$ cat config.mk
export PLATFORM = sky130hd
export DESIGN_NAME = swb_dev_flat
export DESIGN_NICKNAME = d
export VERILOG_FILES = /design/src/pkg/swb_pkg.sv /design/src/pkg/swb_link_if.sv /design/src/verilog/swb_dev.sv /design/src/flat_wrapper.sv
export VERILOG_INCLUDE_DIRS = /design/src /design/src/pkg
export SDC_FILE = /design/constraint.sdc
export NUM_CORES = 2
export LEC_CHECK = 0
export BUFFER_PORTS_ARGS = -buffer_cell sky130_fd_sc_hd__buf_4
export CELL_PAD_IN_SITES_DETAIL_PLACEMENT = 1
export CELL_PAD_IN_SITES_GLOBAL_PLACEMENT = 1
export CORE_MARGIN = 1.5
export CORE_UTILIZATION = 50
export CTS_BUF_LIST = sky130_fd_sc_hd__clkbuf_8
export CTS_CLUSTER_SIZE = 16
export DETAILED_ROUTE_END_ITERATION = 8
export MAX_ROUTING_LAYER = met4
export PLACE_DENSITY_LB_ADDON = 0.12
export SLEW_MARGIN = 20
export SYNTH_ARGS = -nofsm -noshare
export SYNTH_HDL_FRONTEND = slang
export SYNTH_SLANG_ARGS = --single-unit
$ cat constraint.sdc
create_clock -name i_clk_sys -period 5 [get_ports i_clk_sys]
set_input_delay 0.75 -clock i_clk_sys [delete_from_list [all_inputs] [get_ports i_clk_sys]]
set_output_delay 0.75 -clock i_clk_sys [all_outputs]
set_load 0.01 [all_outputs]
$ cat src/pkg/swb_map.svh
`ifndef SWB_MAP_SVH
`define SWB_MAP_SVH
// function command codes
`define SWB_CMD_WR_STOP 8'h4B
`define SWB_CMD_WR_OPEN 8'h5A
`define SWB_CMD_WR_ONLY 8'h69
`define SWB_CMD_WR_ONLY_STOP 8'h78
`define SWB_CMD_RD_STOP 8'h87
`define SWB_CMD_WR_RD 8'h2D
`define SWB_CMD_CFG_WR 8'hD2
`define SWB_CMD_CFG_RD 8'hE1
`define SWB_CMD_SLEEP 8'h1E
// speed configuration byte
`define SWB_CFG_RST 8'h01
`define SWB_SPD_100K 2'h0
`define SWB_SPD_400K 2'h1
`define SWB_SPD_1M 2'h2
// status bytes
`define SWB_ERR_START 3
`define SWB_ERR_ADDR 1
`define SWB_ERR_CRC 0
`define SWB_WB_NEVER 8'hFF
`define SWB_READ_IDLE 8'hFF
`define SWB_CRC_POLY 16'hA001
// timing
`define SWB_CLK_MHZ 100
`define SWB_T100K_NS 5250
`define SWB_T400K_NS 1250
`define SWB_T1M_NS 500
`define SWB_NS2CYC(ns) ((((ns) * `SWB_CLK_MHZ) + 999) / 1000)
// host register map
`define SWB_REG_DATA 12'h000
`define SWB_REG_CTRL 12'h004
`define SWB_REG_STAT 12'h008
`define SWB_CTL_RESET 0
`define SWB_CTL_POLL 1
`define SWB_CTL_READ 2
`define SWB_CTL_CRC 3
`define SWB_STA_BUSY 0
`define SWB_STA_POLL 1
`endif

$ cat src/pkg/swb_pkg.sv
`default_nettype none
`include "swb_map.svh"
package swb_pkg;
  typedef enum logic [3:0] {D_IDLE, D_CMD, D_PARAM, D_CFGW, D_CFGR, D_EXEC, D_STAT,
    D_SLEEP} swb_dev_st_t;
  typedef enum logic [2:0] {F_ADDR, F_WLEN, F_WDATA, F_RLEN, F_CRCL, F_CRCH} swb_fld_t;
  typedef enum logic [3:0] {I_IDLE, I_STA, I_LOW, I_HIGH, I_RS1, I_RS2, I_SP1, I_SP2,
    I_SP3, I_FIN} swb_i2c_st_t;
  typedef enum logic [1:0] {B_ADDR_W, B_ADDR_R, B_WDATA, B_RDATA} swb_bk_t;

  // crc-16 byte step, lsb first, reflected polynomial
  function automatic logic [15:0] swb_crc_upd(input logic [15:0] c, input logic [7:0] b);
    logic [15:0] r;
    r = c;
    for (int i = 0; i < 8; i++) begin
      r = (r[0] ^ b[i]) ? ((r >> 1) ^ `SWB_CRC_POLY) : (r >> 1);
    end
    return r;
  endfunction : swb_crc_upd
endpackage : swb_pkg
`default_nettype wire

$ cat src/pkg/swb_link_if.sv
`default_nettype none
interface swb_link_if;
  logic sel;
  logic wr_stb;
  logic [7:0] wr_byte;
  logic rd_req;
  logic rd_byte;
  logic rd_ack;
  logic [7:0] rd_data;
  modport dev (input sel, input wr_stb, input wr_byte, input rd_req, input rd_byte,
    output rd_ack, output rd_data);
  modport host (output sel, output wr_stb, output wr_byte, output rd_req, output rd_byte,
    input rd_ack, input rd_data);
endinterface : swb_link_if
`default_nettype wire

$ cat src/verilog/swb_dev.sv
// The implementer's own choices: the APB slave port and the register offsets.
`default_nettype none
`include "swb_map.svh"
// Function
// 4Bh: start, write address, data, stop
// write length sets count of data bytes
// 5Ah: start, address, data, no stop
// 69h: data on open transaction, no stop
// 78h: data then stop, chains open writes
// 87h: start, read address, read, stop
// 2Dh: write, repeated start, read, stop
// ack each read byte, nack last
// config and sleep: no bus, no status
// D2h: next byte becomes speed config
// config resets 01h, speed field codes
// E1h: return current speed config byte
// 1Eh: sleep, ignore link, like pin
// wake pin rising edge leaves sleep
// bytes msb first, one clock per bit
// sda changes only while scl low
// equal high and low half periods
// wait while slave holds scl low
// time high phase from actual release
// zero length: error flag, go idle; code enters D_STAT, not D_IDLE
// crc-16 check, mismatch sets error
// polls read 1 while busy, then 0
// error byte bits, first nack index
module swb_dev (
  // clock and reset
  input wire logic i_clk_sys,
  input wire logic i_rst,
  // single-wire link
  swb_link_if.dev lnk,
  // i2c pins
  input wire logic i_scl,
  output logic o_scl_o,
  output logic o_scl_oe,
  input wire logic i_sda,
  output logic o_sda_o,
  output logic o_sda_oe,
  // power and status pins
  input wire logic i_sleep_req,
  input wire logic i_wake_req,
  output logic o_awake,
  output logic o_error_flag_n
);
  import swb_pkg::*;

  swb_dev_st_t st_q;
  swb_fld_t fld_q;
  swb_i2c_st_t ist_q;
  swb_bk_t bk_q;
  logic [7:0] cmd_q, addr_q, wlen_q, rlen_q, crcl_q, cfg_q, widx_q, ridx_q;
  logic [15:0] crc_q;
  logic [7:0] wbuf [0:254];
  logic [7:0] rbuf [0:254];
  logic poll0_q, go_q, done_q, pkt_crc_q, rd_ack_q, awake_q, err_n_q;
  logic slp_prev_q, wake_prev_q, scl_oe_q, sda_oe_q, drv_lvl_q;
  logic [7:0] rd_data_q, wb_q, sh_q, cnt_q;
  logic [3:0] bitn_q;
  logic [9:0] tmr_q, half_c;
  logic [7:0] ierr_q;
  logic tdone, wbit, ack_end, sleep_go, wake_go;
  logic [7:0] b;

  assign b = lnk.wr_byte;
  assign tdone = (tmr_q == 10'h000);
  assign sleep_go = slp_prev_q & ~i_sleep_req;
  assign wake_go = ~wake_prev_q & i_wake_req;
  assign ack_end = (ist_q == I_HIGH) && i_scl && tdone && (bitn_q == 4'h8);

  //////////////////////////////////////////////////////////////////////////////
  // speed select
  always_comb begin
    case (cfg_q[1:0])
      `SWB_SPD_400K: half_c = 10'(`SWB_NS2CYC(`SWB_T400K_NS));
      `SWB_SPD_1M: half_c = 10'(`SWB_NS2CYC(`SWB_T1M_NS));
      default: half_c = 10'(`SWB_NS2CYC(`SWB_T100K_NS));
    endcase
  end

  // level put on sda during the low phase of the current bit
  always_comb begin
    if (bitn_q != 4'h8) begin
      wbit = (bk_q == B_RDATA) ? 1'b1 : sh_q[7];
    end else if (bk_q == B_RDATA) begin
      wbit = (cnt_q == 8'(rlen_q - 8'h01));
    end else begin
      wbit = 1'b1;
    end
  end

  //////////////////////////////////////////////////////////////////////////////
  // command engine
  always_ff @(posedge i_clk_sys or posedge i_rst) begin
    if (i_rst) begin
      st_q <= D_IDLE;
      fld_q <= F_ADDR;
      cmd_q <= 8'h00;
      addr_q <= 8'h00;
      wlen_q <= 8'h00;
      rlen_q <= 8'h00;
      crcl_q <= 8'h00;
      crc_q <= 16'h0000;
      widx_q <= 8'h00;
      cfg_q <= `SWB_CFG_RST;
      go_q <= 1'b0;
      pkt_crc_q <= 1'b0;
      err_n_q <= 1'b1;
    end else begin
      go_q <= 1'b0;
      if (st_q == D_SLEEP) begin
        if (wake_go) begin
          st_q <= D_IDLE;
        end
      end else if (sleep_go) begin
        st_q <= D_SLEEP;
      end else if (lnk.sel) begin
        st_q <= D_CMD;
        pkt_crc_q <= 1'b0;
        err_n_q <= 1'b1;
      end else begin
        case (st_q)
          D_CMD: if (lnk.wr_stb) begin
            crc_q <= swb_crc_upd(16'h0000, b);
            cmd_q <= b;
            case (b)
              `SWB_CMD_WR_STOP, `SWB_CMD_WR_OPEN, `SWB_CMD_RD_STOP, `SWB_CMD_WR_RD: begin
                fld_q <= F_ADDR;
                st_q <= D_PARAM;
              end
              `SWB_CMD_WR_ONLY, `SWB_CMD_WR_ONLY_STOP: begin
                fld_q <= F_WLEN;
                st_q <= D_PARAM;
              end
              `SWB_CMD_CFG_WR: st_q <= D_CFGW;
              `SWB_CMD_CFG_RD: st_q <= D_CFGR;
              `SWB_CMD_SLEEP: st_q <= D_SLEEP;
              default: begin
                err_n_q <= 1'b0;
                st_q <= D_IDLE;
              end
            endcase
          end
          D_PARAM: if (lnk.wr_stb) begin
            if (fld_q != F_CRCL && fld_q != F_CRCH) begin
              crc_q <= swb_crc_upd(crc_q, b);
            end
            case (fld_q)
              F_ADDR: begin
                addr_q <= b;
                fld_q <= (cmd_q == `SWB_CMD_RD_STOP) ? F_RLEN : F_WLEN;
              end
              F_WLEN: begin
                wlen_q <= b;
                widx_q <= 8'h00;
                fld_q <= F_WDATA;
                if (b == 8'h00) begin
                  err_n_q <= 1'b0;
                  st_q <= D_STAT;
                end
              end
              F_WDATA: begin
                widx_q <= 8'(widx_q + 8'h01);
                if (widx_q == 8'(wlen_q - 8'h01)) begin
                  fld_q <= (cmd_q == `SWB_CMD_WR_RD) ? F_RLEN : F_CRCL;
                end
              end
              F_RLEN: begin
                rlen_q <= b;
                fld_q <= F_CRCL;
                if (b == 8'h00) begin
                  err_n_q <= 1'b0;
                  st_q <= D_STAT;
                end
              end
              F_CRCL: begin
                crcl_q <= b;
                fld_q <= F_CRCH;
              end
              default: begin
                if ({b, crcl_q} == ~crc_q) begin
                  go_q <= 1'b1;
                  st_q <= D_EXEC;
                end else begin
                  pkt_crc_q <= 1'b1;
                  err_n_q <= 1'b0;
                  st_q <= D_STAT;
                end
              end
            endcase
          end
          D_CFGW: if (lnk.wr_stb) begin
            cfg_q <= {6'h00, b[1:0]};
            st_q <= D_IDLE;
          end
          D_EXEC: if (done_q) begin
            st_q <= D_STAT;
            if (ierr_q != 8'h00) begin
              err_n_q <= 1'b0;
            end
          end
          D_IDLE, D_CFGR, D_STAT: st_q <= st_q;
          default: st_q <= D_IDLE;
        endcase
      end
    end
  end

  always_ff @(posedge i_clk_sys) begin
    if (st_q == D_PARAM && fld_q == F_WDATA && lnk.wr_stb && !lnk.sel) begin
      wbuf[widx_q] <= b;
    end
  end

  //////////////////////////////////////////////////////////////////////////////
  // read slots toward the host
  always_ff @(posedge i_clk_sys or posedge i_rst) begin
    if (i_rst) begin
      rd_ack_q <= 1'b0;
      rd_data_q <= `SWB_READ_IDLE;
      poll0_q <= 1'b0;
      ridx_q <= 8'h00;
    end else begin
      rd_ack_q <= lnk.rd_req && (st_q != D_SLEEP);
      if (lnk.sel || st_q != D_STAT) begin
        poll0_q <= 1'b0;
        ridx_q <= 8'h00;
      end
      if (lnk.rd_req) begin
        rd_data_q <= `SWB_READ_IDLE;
        if (!lnk.rd_byte) begin
          rd_data_q <= (st_q == D_EXEC) ? 8'h01 : 8'h00;
          if (st_q == D_STAT) begin
            poll0_q <= 1'b1;
          end
        end else if (st_q == D_CFGR) begin
          rd_data_q <= cfg_q;
        end else if (st_q == D_STAT && poll0_q) begin
          ridx_q <= 8'(ridx_q + 8'h01);
          case (ridx_q)
            8'h00: rd_data_q <= ierr_q | {7'h00, pkt_crc_q};
            8'h01: rd_data_q <= wb_q;
            default: rd_data_q <= rbuf[8'(ridx_q - 8'h02)];
          endcase
        end
      end
    end
  end

  //////////////////////////////////////////////////////////////////////////////
  // i2c master sequencer
  always_ff @(posedge i_clk_sys or posedge i_rst) begin
    if (i_rst) begin
      ist_q <= I_IDLE;
      bk_q <= B_ADDR_W;
      tmr_q <= 10'h000;
      bitn_q <= 4'h0;
      sh_q <= 8'h00;
      cnt_q <= 8'h00;
      scl_oe_q <= 1'b0;
      sda_oe_q <= 1'b0;
      done_q <= 1'b0;
      ierr_q <= 8'h00;
      wb_q <= `SWB_WB_NEVER;
    end else begin
      done_q <= 1'b0;
      if (tmr_q != 10'h000) begin
        tmr_q <= 10'(tmr_q - 10'h001);
      end
      if (st_q == D_SLEEP) begin
        ist_q <= I_IDLE;
        scl_oe_q <= 1'b0;
        sda_oe_q <= 1'b0;
      end else if (lnk.sel && ist_q == I_IDLE) begin
        ierr_q <= 8'h00;
        wb_q <= `SWB_WB_NEVER;
      end else begin
        case (ist_q)
          I_IDLE: if (go_q) begin
            bitn_q <= 4'h0;
            cnt_q <= 8'h00;
            tmr_q <= 10'(half_c - 10'h001);
            if (cmd_q == `SWB_CMD_WR_ONLY || cmd_q == `SWB_CMD_WR_ONLY_STOP) begin
              bk_q <= B_WDATA;
              sh_q <= wbuf[0];
              wb_q <= 8'h00;
              scl_oe_q <= 1'b1;
              ist_q <= I_LOW;
            end else if (!i_scl) begin
              ierr_q[`SWB_ERR_START] <= 1'b1;
              ist_q <= I_FIN;
            end else begin
              bk_q <= (cmd_q == `SWB_CMD_RD_STOP) ? B_ADDR_R : B_ADDR_W;
              sh_q <= {addr_q[6:0], cmd_q == `SWB_CMD_RD_STOP};
              wb_q <= 8'h00;
              sda_oe_q <= 1'b1;
              ist_q <= I_STA;
            end
          end
          I_STA: if (tdone) begin
            scl_oe_q <= 1'b1;
            tmr_q <= 10'(half_c - 10'h001);
            ist_q <= I_LOW;
          end
          I_LOW: begin
            sda_oe_q <= ~wbit;
            if (tdone) begin
              scl_oe_q <= 1'b0;
              tmr_q <= 10'(half_c - 10'h001);
              ist_q <= I_HIGH;
            end
          end
          I_HIGH: begin
            if (!i_scl) begin
              tmr_q <= 10'(half_c - 10'h001);
            end else if (tdone) begin
              scl_oe_q <= 1'b1;
              tmr_q <= 10'(half_c - 10'h001);
              ist_q <= I_LOW;
              if (bitn_q != 4'h8) begin
                sh_q <= {sh_q[6:0], i_sda};
                bitn_q <= 4'(bitn_q + 4'h1);
              end else begin
                bitn_q <= 4'h0;
                case (bk_q)
                  B_ADDR_W, B_ADDR_R: begin
                    cnt_q <= 8'h00;
                    sh_q <= wbuf[0];
                    bk_q <= (bk_q == B_ADDR_W) ? B_WDATA : B_RDATA;
                    if (i_sda) begin
                      ierr_q[`SWB_ERR_ADDR] <= 1'b1;
                      ist_q <= I_SP1;
                    end
                  end
                  B_WDATA: begin
                    cnt_q <= 8'(cnt_q + 8'h01);
                    sh_q <= wbuf[8'(cnt_q + 8'h01)];
                    if (i_sda) begin
                      wb_q <= 8'(cnt_q + 8'h01);
                      ist_q <= I_SP1;
                    end else if (cnt_q == 8'(wlen_q - 8'h01)) begin
                      if (cmd_q == `SWB_CMD_WR_RD) begin
                        ist_q <= I_RS1;
                      end else if (cmd_q == `SWB_CMD_WR_OPEN || cmd_q == `SWB_CMD_WR_ONLY) begin
                        ist_q <= I_FIN;
                      end else begin
                        ist_q <= I_SP1;
                      end
                    end
                  end
                  default: begin
                    cnt_q <= 8'(cnt_q + 8'h01);
                    if (cnt_q == 8'(rlen_q - 8'h01)) begin
                      ist_q <= I_SP1;
                    end
                  end
                endcase
              end
            end
          end
          I_RS1: begin
            sda_oe_q <= 1'b0;
            if (tdone) begin
              scl_oe_q <= 1'b0;
              tmr_q <= 10'(half_c - 10'h001);
              ist_q <= I_RS2;
            end
          end
          I_RS2: begin
            if (!i_scl) begin
              tmr_q <= 10'(half_c - 10'h001);
            end else if (tdone) begin
              sda_oe_q <= 1'b1;
              bk_q <= B_ADDR_R;
              sh_q <= {addr_q[6:0], 1'b1};
              tmr_q <= 10'(half_c - 10'h001);
              ist_q <= I_STA;
            end
          end
          I_SP1: begin
            sda_oe_q <= 1'b1;
            if (tdone) begin
              scl_oe_q <= 1'b0;
              tmr_q <= 10'(half_c - 10'h001);
              ist_q <= I_SP2;
            end
          end
          I_SP2: begin
            if (!i_scl) begin
              tmr_q <= 10'(half_c - 10'h001);
            end else if (tdone) begin
              sda_oe_q <= 1'b0;
              tmr_q <= 10'(half_c - 10'h001);
              ist_q <= I_SP3;
            end
          end
          I_SP3: if (tdone) begin
            ist_q <= I_FIN;
          end
          default: begin
            done_q <= 1'b1;
            ist_q <= I_IDLE;
          end
        endcase
      end
    end
  end

  always_ff @(posedge i_clk_sys) begin
    if (ack_end && bk_q == B_RDATA) begin
      rbuf[cnt_q] <= sh_q;
    end
  end

  //////////////////////////////////////////////////////////////////////////////
  // power pins
  always_ff @(posedge i_clk_sys or posedge i_rst) begin
    if (i_rst) begin
      slp_prev_q <= 1'b1;
      wake_prev_q <= 1'b1;
      awake_q <= 1'b0;
      drv_lvl_q <= 1'b0;
    end else begin
      slp_prev_q <= i_sleep_req;
      wake_prev_q <= i_wake_req;
      awake_q <= (st_q != D_SLEEP);
      drv_lvl_q <= 1'b0;
    end
  end

  assign lnk.rd_ack = rd_ack_q;
  assign lnk.rd_data = rd_data_q;
  assign o_scl_o = drv_lvl_q;
  assign o_sda_o = drv_lvl_q;
  assign o_scl_oe = scl_oe_q;
  assign o_sda_oe = sda_oe_q;
  assign o_awake = awake_q;
  assign o_error_flag_n = err_n_q;
endmodule : swb_dev
`default_nettype wire

$ cat src/flat_wrapper.sv
// flat-port wrapper written by rule: the top's interface ports become plain ports
module swb_dev_flat import swb_pkg::*;
  (i_clk_sys, i_rst, i_scl, o_scl_o, o_scl_oe, i_sda, o_sda_o, o_sda_oe, i_sleep_req, i_wake_req, o_awake, o_error_flag_n, lnk_sel, lnk_wr_stb, lnk_wr_byte, lnk_rd_req, lnk_rd_byte, lnk_rd_ack, lnk_rd_data);
  swb_link_if lnk_i ();
  input wire logic i_clk_sys;
  input wire logic i_rst;
  input wire logic i_scl;
  output logic o_scl_o;
  output logic o_scl_oe;
  input wire logic i_sda;
  output logic o_sda_o;
  output logic o_sda_oe;
  input wire logic i_sleep_req;
  input wire logic i_wake_req;
  output logic o_awake;
  output logic o_error_flag_n;
  input wire logic [$bits(lnk_i.sel)-1:0] lnk_sel;
  input wire logic [$bits(lnk_i.wr_stb)-1:0] lnk_wr_stb;
  input wire logic [$bits(lnk_i.wr_byte)-1:0] lnk_wr_byte;
  input wire logic [$bits(lnk_i.rd_req)-1:0] lnk_rd_req;
  input wire logic [$bits(lnk_i.rd_byte)-1:0] lnk_rd_byte;
  output wire logic [$bits(lnk_i.rd_ack)-1:0] lnk_rd_ack;
  output wire logic [$bits(lnk_i.rd_data)-1:0] lnk_rd_data;
  assign lnk_i.sel = lnk_sel;
  assign lnk_i.wr_stb = lnk_wr_stb;
  assign lnk_i.wr_byte = lnk_wr_byte;
  assign lnk_i.rd_req = lnk_rd_req;
  assign lnk_i.rd_byte = lnk_rd_byte;
  assign lnk_rd_ack = lnk_i.rd_ack;
  assign lnk_rd_data = lnk_i.rd_data;
  swb_dev u_core (.i_clk_sys(i_clk_sys), .i_rst(i_rst), .lnk(lnk_i), .i_scl(i_scl), .o_scl_o(o_scl_o), .o_scl_oe(o_scl_oe), .i_sda(i_sda), .o_sda_o(o_sda_o), .o_sda_oe(o_sda_oe), .i_sleep_req(i_sleep_req), .i_wake_req(i_wake_req), .o_awake(o_awake), .o_error_flag_n(o_error_flag_n));
endmodule
# == After elaboration in Yosys (flattened, before gate mapping) ==
# Memories as Yosys holds them, arrays and structs flattened.
# Index checks and enable logic that the tools add are counted.
# classes
n_addsub,9
eq_ne,109
muxes,193
n_bitwise,41
n_reduce_logical,76
# op_table
op,n
16-bit 2-to-1 mux,19
8-bit 2-to-1 mux,30
4-bit 2-to-1 mux,34
8-bit case mux with 2 select lines,5
1-bit 2-to-1 mux,64
10-bit 2-to-1 mux,6
8-bit by 7-bit == test with 1-bit output (second input constant),7
6-bit AND reduction,8
2-bit NOT with 3-bit output,15
3-bit inequality test (second input constant),13
4-bit case mux with 9 select lines,1
3-bit by 2-bit inequality test with 1-bit output (second input constant),11
4-bit by 3-bit == test with 1-bit output (second input constant),8
8-bit == test (second input constant),4
16-bit case mux with 2 select lines,1
10-bit case mux with 3 select lines,1
3-bit by 1-bit inequality test with 1-bit output (second input constant),9
9-bit AND reduction,3
8-bit by 1-bit adder with 8-bit output (second input constant),3
8-bit == test,3
4-bit case mux with 2 select lines,3
8-bit case mux with 3 select lines,1
2-bit nonzero test,12
2-bit 2-to-1 mux,11
other kinds (67),156
# word_totals
register_bits,145
ramBits,4080
out_inout_bits,15
wordCells,462
memories,2
# mem_list
name,depth,width,read_ports,rd_clocked_by_memory_dff,write_ports,line,rtl
u_core.rbuf,255,8,1,0,1,swb_dev.sv:56,logic [7:0] rbuf [0:254];
u_core.wbuf,255,8,2,0,1,swb_dev.sv:55,logic [7:0] wbuf [0:254];

# == Logic depth before layout (Yosys ltp) ==
# logic_depth
ltp_word,19
depth_mapped,20
ltp_nobuf,10

# == Worst setup path after synthesis ==
# Ideal clock, no wire load.
# synth_timing
kind,register to register
start,register u_core.cnt_q[0]
end,register u_core.sh_q[1]
setup_ps,130
t_arrival_ps,4069
path_slack_ps,801
path_stages_with_launch,16
n_path_buf,7
period_less_slack_ps,4199
cell_sequence,dfrtp_1 > buf_4 > buf_6 > inv_2 > buf_1 > buf_1 > ha_1 > buf_4 > buf_4 > buf_1 > mux4_2 > mux4_2 > nand2_1 > o22ai_1 > or4_1 > o22a_1
# synth_via
elab_chain_cells,7
# synth_lines
element,line,rtl
from (decl),swb_dev.sv:59,"logic [7:0] rd_data_q, wb_q, sh_q, cnt_q;"
from (signal assigned),swb_dev.sv:337,cnt_q <= 8'(cnt_q + 8'h01);
from (signal assigned),swb_dev.sv:353,cnt_q <= 8'(cnt_q + 8'h01);
8-bit by 1-bit adder with 8-bit output,swb_dev.sv:338,sh_q <= wbuf[8'(cnt_q + 8'h01)];
memory 255 x 8 bit,-,
8-bit case mux with 2 select lines,swb_dev.sv:326,case (bk_q)
8-bit 2-to-1 mux,swb_dev.sv:321,if (bitn_q != 4'h8) begin
8-bit 2-to-1 mux,swb_dev.sv:317,end else if (tdone) begin
8-bit 2-to-1 mux,swb_dev.sv:315,if (!i_scl) begin
8-bit case mux with 3 select lines,swb_dev.sv:279,case (ist_q)
to (signal assigned),swb_dev.sv:286,sh_q <= wbuf[0];
to (signal assigned),swb_dev.sv:322,"sh_q <= {sh_q[6:0], i_sda};"
to (signal assigned),swb_dev.sv:329,sh_q <= wbuf[0];
to (decl),swb_dev.sv:59,
# No other way between the ends. The select of a mux whose other input is x is not followed.
# A chain may end at the register's enable or synchronous reset.

# == Worst setup path after layout ==
# layout_timing
start,register u_core.cnt_q[1]
end,register u_core.sh_q[4]
# Same word-level chain as after synthesis.

==> impl_metrics.yaml <==
status:
  status: "completed"
yosys:
  yosys.cell_count.top_type: "edfxtp_1"
  synth_edf_count: 4080
  synth_flop_cell: "edfxtp_1"
  async_flop_share_pct: 3.409
  synth_area_per_cell_um2: 19.72
  synth_warnings: 0
  synth_cell_type_count: 98
  yosys_register_bits: 4224
  synth.yosys.seq_area_share_pct: 75.11
  netlist_top_cells_area: "edfxtp_1, mux4_2, dfrtp_1, nor2_1, mux2i_1"
  post_synth_inst_count: 8519
  synth_commonest_cells: "edfxtp_1, mux4_2, nor2_1"
  yosys.area.top_type: "edfxtp_1"
  synth_top_cell_area_share_pct: 72.95
  syn_area_mm2: 0.1680
finish:
  nets: 9227
  area_delta_synth_final_pct: 12.00
  drive_gt1_share_pct: 25.59
worst_setup_path:
  cp-start-kind: "flop"
  crit_fanout: 19
  critPathSlowestCell: "a21oi_1"
  crit_path_end_kind: "flop"
  cpPeakStageDelay_ps: 740
  reg2reg_from: "u_core.cnt_q[1]"
  cp_data_arrival_time_ps: 5980
  worstSetupStartpoint: "u_core.cnt_q[1]"
  path_class: "flop to flop"
  path_cells: "inv_1 > ha_4 > buf_12 > buf_4 > mux4_2 > o2111ai_1 > o311ai_0 > o2111ai_1 > nand4_1 > a21oi_1 > a21oi_1"
  reg2reg_depth: 11
  required_ps: 6040
  ff2ff_setup_slack_ps: 60
flow_run:
  maxCapViolCount: 0
die:
  coreArea_mm2: 0.3340
  die-area_mm2: 0.3394
  initial_core_util_pct: 50.29
  ios: 33
  dieWidth_um: 582.6
  row_count: 212
  fp.dieH_um: 582.6
sta:
  tightest_slew_ps: 1306
  finalSetupViolCount: 0
  fin_crit_sh_pct: 98.78
  fmax_ghz: 0.2025
  slew_viol_final: 0
  hold_slack_ps: 63.82
  period_minus_slack_ps: 4939
  setup_ws_ps: 61.05
  rsz0062_at_grt: "false"
  finalHoldViolCount: 0
  skew_ps: 86.50
  max-slew-margin-rel_pct: 12.91
drt:
  vias_per_cell: 6.268
  drt_wl_total_mm: 488.5
  vias: 88490
  drcViolationCount: 0
  drtAntennaViolNets: 0
  drt-pass1-iter-count: 7
  drt_iter0_drc: 9525
  wl_per_cell_um: 34.60
grt:
  grt_max_degree: 197
  grt_use_total_pct: 29.71
  grt_overflow_total: 0
  grt_pass1_vias: 92500
  antenna_found_initial: 15
  grt_pass1_wl_mm: 697.3
placement:
  port_buffers: 30
  dpl.hpwl_mm: 304.5
  pre_cts_ws_ps: -149.0
  gp_congestion: 0.8962
clock_tree:
  cts_max_path_buffers: 4
  cts_tree: "yes"
  path_clk_slew_ps: 60
  clock_sinks: 4224
  cts_resized: 0
  htreeDepth: 6
  cts_buffers: 681
  cts-root-buf: "clkbuf_8"
  worst_skew_pair.late_latency_ps: 1230
hold_path:
  hold_path_class: "input pin to async pin"
power:
  p_leak_uw: 0.06511
  vdd_ir_drop_max_v: 0.0002785
  pwr_density_cell_mw_per_mm2: 365.4
==> repair_timing <==
item | CTS | global route
setup buffers | 1 | 0
setup endpoints to repair | 1 | 0
endpoints found under the hold margin | 273 | 0
hold buffers | 17 | 0
==> where the power goes <==
group | switching, µW | total [µW] | internal, µW
Sequential | 360 | 39100 | 38800
Clock | 13800 | 27800 | 13900
Combinational | 1250 | 1860 | 605
Total | 15400 | 68700 | 53300
==> stage by stage <==
stage / instance area, µm² / instances / util (%) / total power, µW / setup TNS (ps)
6_report: 188100 / 14120 / 56.33 / 68730 / 0
5_1_grt: 188100 / 14110 / 56.32 / 70740 / 0
4_1_cts: 188000 / 14100 / 56.29 / 69240 / 0
3_5_place_dp: 175400 / 12860 / 52.51 / 41680 / -149.0
3_3_place_gp: 175400 / 12860 / 52.51 / 41600 / -164.1
2_1_floorplan: 168000 / 8520 / - / 40650 / 0
==> critical path, delay by kind of cell, from the launching register on <==
kind	cells	cell delay, ps
muxes	1	580
buffers and inverters	3	800
adders and majority gates	1	570
AOI/OAI and AO/OA	5	2050
and+or+nand+nor	1	190
DFF	1	530
==> routing by layer <==
metal	up-vias	track usage [%]	part of all wire, %
met1	47680	39.30	40
li1	36200	-	-
met2	3745	47.62	50
met3	861	4.131	6.6
met4	0	10.68	3.8
met5	-	-	0
==> kinds of logic (layout without fill, tap and decap cells) <==
| logic type | Yosys count | after routing | synth area share [%] |
|---|---|---|---|
| compound gates | 661 | 661 | 2.689 |
| simple gates | 1632 | 1632 | 4.181 |
| flops | 4224 | 4224 | 75.11 |
| mux | 1297 | 1297 | 15.43 |
| buf+inv | 556 | 1752 | 1.691 |
| fa+ha+maj | 37 | 37 | 0.2741 |
| xor+xnor | 111 | 111 | 0.6250 |
| other cells | 1 | 17 | 0.002233 |
==> final timing paths <==
check | to
max in group asynchronous | u_core.o_error_flag_n
min in group i_clk_sys | u_core.wake_prev_q
hold / removal | u_core.lnk.rd_ack
setup reg to reg | u_core.sh_q[4]
setup / recovery | u_core.sh_q[4]
hold reg to reg | u_core.addr_q[2]
==> area by class of cell <==
cell class                 count  area [µm²]
timing repair buffer         480        4496
clock buffer                 708        9744
tap                         4387        5489
antenna                       15       37.54
inverter                      46       178.9
clock inverter               518        2703
fill                       29100      145800
multi-input combinational   3740       39270
sequential                  4224      126200
==> state kept, by name (all words and copies together), names as in the netlist, 10 cells and up <==
name	cells
u_core.rbuf	2040
u_core.wbuf	2040
u_core.crc_q	16
u_core.tmr_q	10
==> placed cells by master (no fill, tap or decap), types with 35 or more instances in the layout <==
master | netlist | final
a21oi_1 | 97 | 97
a221oi_1 | 39 | 39
a22oi_1 | 38 | 38
a31oi_1 | 46 | 46
a32oi_1 | 40 | 40
buf_12 | 0 | 58
buf_4 | 93 | 393
clkbuf_8 | 0 | 708
clkinv_1 | 2 | 155
clkinv_2 | 0 | 62
dfrtp_1 | 124 | 113
edfxtp_1 | 4080 | 4080
inv_1 | 42 | 285
mux2_2 | 58 | 58
mux2i_1 | 211 | 211
mux4_2 | 1028 | 1028
nand2_1 | 555 | 546
nand3_1 | 145 | 138
nand4_1 | 49 | 49
nor2_1 | 691 | 680
nor3_1 | 36 | 35
o21ai_0 | 175 | 175
xnor2_1 | 67 | 63
Note: power is estimated with default switching activity, not from simulation.
